**config.mk**
```make
export PLATFORM = sky130hd
export DESIGN_NAME = rsc_reset_combiner
export DESIGN_NICKNAME = d
export VERILOG_FILES = /design/src/rtl/rsc_low_counter.v /design/src/rtl/rsc_reset_combiner.v
export VERILOG_INCLUDE_DIRS = /design/src /design/src/rtl
export SDC_FILE = /design/constraint.sdc
export NUM_CORES = 1
export LEC_CHECK = 0
export BUFFER_PORTS_ARGS = -buffer_cell sky130_fd_sc_hd__buf_4
export CELL_PAD_IN_SITES_DETAIL_PLACEMENT = 0
export CELL_PAD_IN_SITES_GLOBAL_PLACEMENT = 2
export CORE_MARGIN = 3
export CORE_UTILIZATION = 39
export CTS_CLUSTER_SIZE = 12
export DETAILED_ROUTE_END_ITERATION = 7
export GPL_TIMING_DRIVEN = 0
export PLACE_DENSITY_LB_ADDON = 0.12
export SLEW_MARGIN = 5
export SYNTH_ARGS = -nofsm -noshare
export SYNTH_HDL_FRONTEND = slang
export SYNTH_SLANG_ARGS = --single-unit
```
**constraint.sdc**
```tcl
create_clock -name clk -period 6.4 [get_ports clk]
set_input_delay 0.96 -clock clk [delete_from_list [all_inputs] [get_ports clk]]
set_output_delay 0.96 -clock clk [all_outputs]
set_load 0.02 [all_outputs]
```
**src/rtl/rsc_map.vh**
```
// Timing constants and encodings for the reset source combiner.
`ifndef RSC_MAP_VH
`define RSC_MAP_VH
// Shortest external low taken as a reset: 10 us at 40 MHz.
`define RSC_EXT_MIN_CYC      16'h0190
// Release delay after the supply settles: 100 us at 40 MHz.
`define RSC_REL_DELAY_CYC    16'h0FA0
`define RSC_CNT_W            16
`define RSC_PORT_W           2
// Port codes are {low select pin, high select pin}.
`define RSC_PORT_UART        2'h3
`define RSC_PORT_SPI         2'h2
`define RSC_PORT_BOOT        2'h1
`define RSC_PORT_I2C         2'h0
`define RSC_PIN_IDLE         1'b1
`define RSC_ST_RESET         2'h0
`define RSC_ST_RUN           2'h1
`define RSC_ST_SHUTDOWN      2'h2
`endif

```
**src/rtl/rsc_low_counter.v**
```verilog
// Counts consecutive cycles of a level and flags when a threshold is reached.
`timescale 1ns/10ps
`default_nettype none
`include "rsc_map.vh"
module rsc_low_counter #(
   parameter [`RSC_CNT_W-1:0] LIMIT = 16'h0001
) (
   input  wire                  clk,
   input  wire                  rstn,
   input  wire                  level,
   output wire                  reached
);
   reg [`RSC_CNT_W-1:0] cnt_q;

   always @(posedge clk) begin
      if (!rstn) begin
         cnt_q <= {`RSC_CNT_W{1'b0}};
      end else if (!level) begin
         cnt_q <= {`RSC_CNT_W{1'b0}};
      end else if (cnt_q != LIMIT) begin
         cnt_q <= cnt_q + 16'h0001;
      end
   end

   assign reached = (cnt_q == LIMIT);
endmodule // rsc_low_counter
`default_nettype wire

```
**src/rtl/rsc_reset_combiner.v**
```verilog
// Reset source combiner: merges external, power-on and supply-fail resets.
`timescale 1ns/10ps
`default_nettype none
`include "rsc_map.vh"
// How it works
// - Reset pin is open-drain, sampled and pulled low.
// - Any single source alone forces reset.
// - Power-up holds pin low past threshold plus delay.
// - Supply dip resets; release after delay.
// - During reset other pins float with pull-ups.
// - Shutdown wakes only on a reset event.
// - Port select pins sampled on leaving reset.
module rsc_reset_combiner (
   input  wire                   clk,
   input  wire                   rstn,
   input  wire                   reset_pin_in,
   output wire                   reset_pin_out,
   output wire                   reset_pin_oe,
   input  wire                   supply_above_trip_threshold,
   input  wire                   shutdown_req,
   input  wire                   wake_req,
   input  wire                   host_port_select_lo,
   input  wire                   host_port_select_hi,
   output reg  [`RSC_PORT_W-1:0] host_port_q,
   output reg                    core_reset_q,
   output reg                    shutdown_q,
   output wire                   pins_hiz,
   output wire                   pins_pullup_en
);

   // =====================================================================
   // State codes
   localparam [1:0] ST_RESET    = `RSC_ST_RESET;
   localparam [1:0] ST_RUN      = `RSC_ST_RUN;
   localparam [1:0] ST_SHUTDOWN = `RSC_ST_SHUTDOWN;

   // =====================================================================
   // Internal signals
   reg                    pin_meta_q;
   reg                    pin_sync_q;
   wire                   ext_low;
   wire                   ext_reached;
   wire                   sup_stable;
   reg                    por_active_q;
   wire                   por_rst;
   wire                   fail_rst;
   wire                   internal_rst;
   wire                   any_rst;
   wire                   leave_reset;
   reg  [1:0]             state_q;
   reg  [1:0]             state_d;
   reg                    core_reset_d;
   reg                    shutdown_d;
   reg  [`RSC_PORT_W-1:0] host_port_d;

   // =====================================================================
   // Pin sampling
   // The pin is taken through two flip-flops before any decision uses it.
   always @(posedge clk) begin
      if (!rstn) begin
         pin_meta_q <= `RSC_PIN_IDLE;
         pin_sync_q <= `RSC_PIN_IDLE;
      end else begin
         pin_meta_q <= reset_pin_in;
         pin_sync_q <= pin_meta_q;
      end
   end

   assign ext_low = !pin_sync_q;

   // =====================================================================
   // Low and settle counters
   // External request counts only a continuous low of the minimum length.
   rsc_low_counter #(
      .LIMIT (`RSC_EXT_MIN_CYC)
   ) u_ext_cnt (
      .clk     (clk),
      .rstn    (rstn),
      .level   (ext_low),
      .reached (ext_reached)
   );

   // Supply must stay above threshold for the release delay.
   rsc_low_counter #(
      .LIMIT (`RSC_REL_DELAY_CYC)
   ) u_sup_cnt (
      .clk     (clk),
      .rstn    (rstn),
      .level   (supply_above_trip_threshold),
      .reached (sup_stable)
   );

   // =====================================================================
   // Source combination
   // The power-on source holds until the supply settles for the first time.
   always @(posedge clk) begin
      if (!rstn) begin
         por_active_q <= 1'b1;
      end else if (sup_stable) begin
         por_active_q <= 1'b0;
      end
   end

   assign por_rst      = por_active_q & !sup_stable;
   assign fail_rst     = !por_active_q & !sup_stable;
   assign internal_rst = por_rst | fail_rst;
   assign any_rst      = internal_rst | ext_reached;

   // =====================================================================
   // State transitions
   always @* begin
      state_d = state_q;
      case (state_q)
         ST_RESET: begin
            if (!any_rst && pin_sync_q) begin
               state_d = ST_RUN;
            end
         end
         ST_RUN: begin
            if (any_rst) begin
               state_d = ST_RESET;
            end else if (shutdown_req) begin
               state_d = ST_SHUTDOWN;
            end
         end
         ST_SHUTDOWN: begin
            // Wake requests are ignored here; only a reset leaves.
            if (any_rst) begin
               state_d = ST_RESET;
            end
         end
         default: begin
            state_d = ST_RESET;
         end
      endcase
   end

   always @(posedge clk) begin
      if (!rstn) begin
         state_q <= ST_RESET;
      end else begin
         state_q <= state_d;
      end
   end

   // =====================================================================
   // Core reset and shutdown flags
   always @* begin
      core_reset_d = 1'b1;
      shutdown_d   = 1'b0;
      case (state_d)
         ST_RESET: begin
            core_reset_d = 1'b1;
            shutdown_d   = 1'b0;
         end
         ST_RUN: begin
            core_reset_d = 1'b0;
            shutdown_d   = 1'b0;
         end
         ST_SHUTDOWN: begin
            core_reset_d = 1'b0;
            shutdown_d   = 1'b1;
         end
         default: begin
            core_reset_d = 1'b1;
            shutdown_d   = 1'b0;
         end
      endcase
   end

   always @(posedge clk) begin
      if (!rstn) begin
         core_reset_q <= 1'b1;
      end else begin
         core_reset_q <= core_reset_d;
      end
   end

   always @(posedge clk) begin
      if (!rstn) begin
         shutdown_q <= 1'b0;
      end else begin
         shutdown_q <= shutdown_d;
      end
   end

   // =====================================================================
   // Host port capture
   // The select pins are read once, on the step out of reset.
   assign leave_reset = (state_q == ST_RESET) && (state_d == ST_RUN);

   always @* begin
      host_port_d = host_port_q;
      if (leave_reset) begin
         host_port_d = {host_port_select_lo, host_port_select_hi};
      end
   end

   always @(posedge clk) begin
      if (!rstn) begin
         host_port_q <= `RSC_PORT_UART;
      end else begin
         host_port_q <= host_port_d;
      end
   end

   // =====================================================================
   // Pin drive
   // Only ever drives low; the pull-up outside supplies the high level.
   assign reset_pin_out  = 1'b0;
   assign reset_pin_oe   = internal_rst;
   assign pins_hiz       = core_reset_q | ext_low;
   assign pins_pullup_en = pins_hiz;

   // The wake input is unused by design outside shutdown as well.
   wire unused_wake = wake_req;
endmodule // rsc_reset_combiner
`default_nettype wire

```
Word-level counts from Yosys, hierarchy flattened:

Index checks and enable logic that the tools add are counted.
Widths: inputs -> output; s select.

* logic and storage cells: 42
* bits in registers: 41
* bits of input ports: 8

* mux-type cells: 7
* eq/ne operators: 8
* reduce and logical (&&, ||, !) cells: 10
* add/subtract/negate cells: 2
* bitwise logic cells: 6

Operators with widths (number)
* $add 16x1->16 const B: 2
* $eq 16x12->1 const B: 1
* $eq 16x9->1 const B: 1
* $ne 16x12->1 const B: 1
* $ne 16x9->1 const B: 1
* $mux 2: 4
* $pmux 2 s3: 1
* $eq 2x1->1 const B: 2
* $eq 2x2->1 const B: 2
* $logic_not 1->1: 4
* $reduce_or 2->1: 2
* $or 1x1->1: 3
* $and 1x1->1: 2
* $logic_and 1x1->1: 2
* $logic_not 2->1: 1
* $mux 1: 2
* $reduce_and 2->1: 1
* $not 1->1: 1

Depth between registers and ports, before layout:

* depth after elaboration: 12
* gate-level depth with buffers: 11
* gate-level depth less buffers: 10

Modules after synthesis:

A second synthesis with hierarchy kept.

* cell total of the unflattened synthesis: 209
* area total of the unflattened synthesis: 1938.1 µm²

Modules (own cells, without submodules)
* rsc_low_counter at u_ext_cnt: cells an instance 85, area each 767.0 µm², times used 1
* rsc_low_counter at u_sup_cnt: cells an instance 85, area each 758.2 µm², times used 1
* rsc_reset_combiner: cells an instance 39, area each 412.9 µm², times used 1

Worst setup path before layout:

No wires, ideal clock.

* path kind: register -> register
* start point: register u_sup_cnt.cnt_q[0]
* end point: register host_port_q[0]
* slack: 3.748 ns
* cell stages (with the launch flop): 12
* setup time: 0.126 ns
* data arrival time: 2.526 ns
* buffers on the path: 1
* period minus slack after synthesis: 2.652 ns
* required time: 6.274 ns
* cells stage by stage: dfxtp_1 > inv_1 > ha_1 > or4b_1 > or4_1 > buf_4 > nor2b_4 > and2_1 > ha_1 > nor3b_1 > mux2i_1 > nand2_1

* longest elaborated chain between the ends: 11

Ends and longest elaborated chain
* start, declared: RTL line rsc_low_counter.v:13 `` reg [`RSC_CNT_W-1:0] cnt_q; ``
* start signal, assigned: RTL line rsc_low_counter.v:17 `` cnt_q <= {`RSC_CNT_W{1'b0}}; ``
* start signal, assigned: RTL line rsc_low_counter.v:19 `` cnt_q <= {`RSC_CNT_W{1'b0}}; ``
* start signal, assigned: RTL line rsc_low_counter.v:21 `cnt_q <= cnt_q + 16'h0001;`
* $eq 16x12->1 (*): RTL line rsc_low_counter.v:25 `assign reached = (cnt_q == LIMIT);`
* $logic_not 1->1 (*): RTL line rsc_reset_combiner.v:104, rsc_reset_combiner.v:105
* $and 1x1->1 (on tied branches): RTL line rsc_reset_combiner.v:104, rsc_reset_combiner.v:105
* $or 1x1->1 (*): RTL line rsc_reset_combiner.v:106 `assign internal_rst = por_rst | fail_rst;`
* named net reset_pin_oe: RTL line rsc_reset_combiner.v:18 `output wire reset_pin_oe,`
* $or 1x1->1 (*): RTL line rsc_reset_combiner.v:107 `assign any_rst = internal_rst | ext_reached;`
* $logic_not 1->1: RTL line rsc_reset_combiner.v:115 `if (!any_rst && pin_sync_q) begin`
* $logic_and 1x1->1: RTL line rsc_reset_combiner.v:115
* $mux 2: RTL line rsc_reset_combiner.v:115
* $pmux 2 s3 (*): RTL line rsc_reset_combiner.v:113 `case (state_q)`
* named net state_d[0]: RTL line rsc_reset_combiner.v:51 `reg [1:0] state_d;`
* $eq 2x1->1 (*): RTL line rsc_reset_combiner.v:190 `assign leave_reset = (state_q == ST_RESET) && (state_d == ST_RUN);`
* $logic_and 1x1->1 (*): RTL line rsc_reset_combiner.v:190
* end signal, assigned: RTL line rsc_reset_combiner.v:201 `` host_port_q <= `RSC_PORT_UART; ``
* end signal, assigned: RTL line rsc_reset_combiner.v:203 `host_port_q <= host_port_d;`
* end, declared: RTL line rsc_reset_combiner.v:24 `` output reg [`RSC_PORT_W-1:0] host_port_q, ``

The timed path passes the listed nets; every way through them passes the cells marked *.
A chain may end at the register's enable or synchronous reset.

Final worst setup path:

* start point: register u_sup_cnt.cnt_q[0]
* end point: output port reset_pin_oe

* longest elaborated chain between the ends: 4

Ends and longest elaborated chain (RTL line)
* $eq 16x12->1 (*): rsc_low_counter.v:25
* $logic_not 1->1 (*): rsc_reset_combiner.v:104, rsc_reset_combiner.v:105
* $and 1x1->1 (on tied branches): rsc_reset_combiner.v:104, rsc_reset_combiner.v:105
* $or 1x1->1 (*): rsc_reset_combiner.v:106
* end, declared: rsc_reset_combiner.v:18

Mark *: on every way between the ends. The rest lies on a longest branch, timed or not.

==> flow_metrics.env <==
export IMPL_outcome="finished, final reports clean"
export IMPL_cp_start_kind="register"
export IMPL_nNetsFinal=242
export IMPL_rsz0062_at_grt="no"
export IMPL_final_common_cell="dfxtp_1"
export IMPL_io_pins=16
export IMPL_cap_violations=0
export IMPL_hold_path_class="reg2reg"
export IMPL_cp_startpoint="u_sup_cnt.cnt_q[0]"
export IMPL_dieArea_um2=5640
export IMPL_port_buffers=13
export IMPL_antenna_found_initial=0
export IMPL_layout_common_cells="40 x dfxtp_1, 24 x nor2_1, 16 x buf_4, 15 x nand2_1, 13 x nand3_1"
export IMPL_grt_use_total_pct=14.9
export IMPL_cts_repair_resized=0
export IMPL_hold_viol=0
export IMPL_path_class="reg2out"
export IMPL_cp_end_kind="primary output"
export IMPL_core_region_area_um2=4470
export IMPL_die_h_um=75.1
export IMPL_vias_per_cell=5.28
export IMPL_clock_sinks=40
export IMPL_ys_seq_elements=40
export IMPL_ir_drop_mv=0.110
export IMPL_rrSetupSlack_ps=3560
export IMPL_ctsHoldBuffers=0
export IMPL_drive_above_1_share_pct=11.4
export IMPL_wirelength_um=3680
export IMPL_grt_pass1_vias=1411
export IMPL_max_freq_mhz=329
export IMPL_r2r_start="u_sup_cnt.cnt_q[0]"
export IMPL_netlist_area_um2=1860
export IMPL_fin_setup_tns_ps=0
export IMPL_antenna_cells=0
export IMPL_cts_root_buf="clkbuf_8"
export IMPL_ys_seq_area_share_pct=43.0
export IMPL_final_cells=280
export IMPL_gp_congestion=0.790
export IMPL_powerDensity_nw_per_um2=209
export IMPL_syn_inst=208
export IMPL_ys_warn_count=0
export IMPL_cts_buffer_depth=2
export IMPL_synth_cell_types=36
export IMPL_wl_per_cell_um=13.2
export IMPL_setup_viol=0
export IMPL_h_tree_depth=2
export IMPL_worstRegToRegCells=11
export IMPL_regToRegEndpoint="host_port_q[0]"
export IMPL_relSlewSlack_pct=66.1
export IMPL_cp_required_ps=5440
export IMPL_drt_iter0_drc=70
export IMPL_cts_buffers=5
export IMPL_clk_pin_slew_ps=70
export IMPL_overflow=0
export IMPL_path_max_fanout=5
export IMPL_avgSynthCellArea_um2=8.95
export IMPL_rows=24
export IMPL_crit_end="reset_pin_oe"
export IMPL_syn_num_nets=222
export IMPL_die_w_um=75.1
export IMPL_cts_tree="built"
export IMPL_via_count=1479
export IMPL_insertion_delay_ps=280
export IMPL_p_leak_uw=0.000754
export IMPL_dr_pass1_iters=4
export IMPL_timing_final_crit_period_ps=3040
export IMPL_final_max_slew_viol_count=0
export IMPL_tightestPinTransition_ps=504
export IMPL_ant_nets=0
export IMPL_syn2layout_area_growth_pct=13.9
export IMPL_place_inst=273
export IMPL_post_cts_setup_buffers=0
export IMPL_initial_utilization_pct=41.6
export IMPL_grt_max_degree=12
export IMPL_layout_worst_path_cycle_share_pct=47.4
export IMPL_hpwl_um=2810
export IMPL_fin_skew_ps=6.31
export IMPL_worstPathArrival_ps=2080
export IMPL_drc=0
export IMPL_grt_pass1_wl_um=6350
## sequential cells by signal (all words and copies together) (netlist names)
signal / cells
core_reset_q: 1
state_q: 2
pin_meta_q: 1
shutdown_q: 1
u_sup_cnt.cnt_q: 16
u_ext_cnt.cnt_q: 16
host_port_q: 2
pin_sync_q: 1
## kinds of logic after synthesis
| kind of cell | synth area share, % |
|---|---|
| multiplexers | 3.76 |
| other | 0.201 |
| XOR/XNOR | 8.94 |
| AO/OA/AOI/OAI | 4.91 |
| adder cells (fa/ha/maj) | 4.03 |
| AND/OR/NAND/NOR | 32.1 |
| buffers and inverters | 3.02 |
| flip-flops | 43.0 |
## through the flow
| stage | power, uW | worst slack, ps | hold WS, ps | util (%) | cell area [um2] |
|---|---|---|---|---|---|
| CTS | 449 | 3330 | 417 | 47.4 | 2120 |
| detailed placement | 271 | 3510 | 396 | 45.2 | 2020 |
| floorplan | 265 | 3750 | 386 | - | 1860 |
| global route | 465 | 3240 | 438 | 47.4 | 2120 |
| global placement | 270 | 3600 | 390 | 45.2 | 2020 |
| finish | 443 | 3360 | 412 | 47.4 | 2120 |
## worst max-delay path, cell delays in order (launching register included)
cell	delay (ps)
dfxtp_1	360
inv_1	70
ha_1	140
or4b_1	420
or4_1	470
buf_4	180
buf_4	160
## Yosys cell counts, drive strengths merged
library cell	number	area, um2
xnor2	8	70.1
o211ai	2	15.0
nand2b	8	50.1
xor2	11	96.3
nand3	13	65.1
or4	5	37.5
and3b	1	8.76
nor4bb	1	10.0
nor2b	3	26.3
nand4b	1	8.76
ha	6	75.1
o31ai	1	7.51
nand4	8	50.1
nor3	2	10.0
o21ai	4	20.0
nor2	24	90.1
nor3b	3	22.5
nand3b	2	15.0
nand2	15	56.3
and2	3	18.8
a21oi	8	40.0
and3	2	12.5
or3	5	31.3
clkbuf	3	11.3
nor4	4	25.0
or2	1	6.26
or4b	1	10.0
buf	3	22.5
dfxtp	40	801
and4	4	35.0
conb	1	3.75
nor4b	1	8.76
mux2i	7	70.1
a31o	1	8.76
inv	6	22.5
## worst min-delay path by stage
stage                     slack (ps)  depth (start not counted)          to        from
after CTS                        420                          1  pin_sync_q  pin_meta_q
after global routing             440                          1  pin_sync_q  pin_meta_q
after floorplan                  390                          1  pin_sync_q  pin_meta_q
after global placement           390                          1  pin_sync_q  pin_meta_q
final                            410                          1  pin_sync_q  pin_meta_q
after detailed placement         400                          1  pin_sync_q  pin_meta_q
## routing by layer
layer	routed length, um	vias to the layer above	track usage [%]
li1	-	767	-
met1	1650	692	17.3
met2	1910	18	25.7
met3	105	2	4.81
met4	15	0	4.94
met5	0	-	0
## area by class of cell
class	count	area (um2)
fill	434	2350
multi-input combinational	156	1000
sequential	40	801
timing repair buffer	13	97.6
clock buffer	7	96.3
tap	52	65.1
buffer	6	33.8
inverter	6	22.5
## report_power, final
group	switching [uW]	leakage [uW]	total (uW)	internal (uW)
clock network	82.0	0.0000503	178	96.0
registers	1.43	0.000323	252	250
logic	7.08	0.000381	13.1	6.06
total	90.5	0.000754	443	352
No activity file was read; power rests on OpenSTA's default activity.
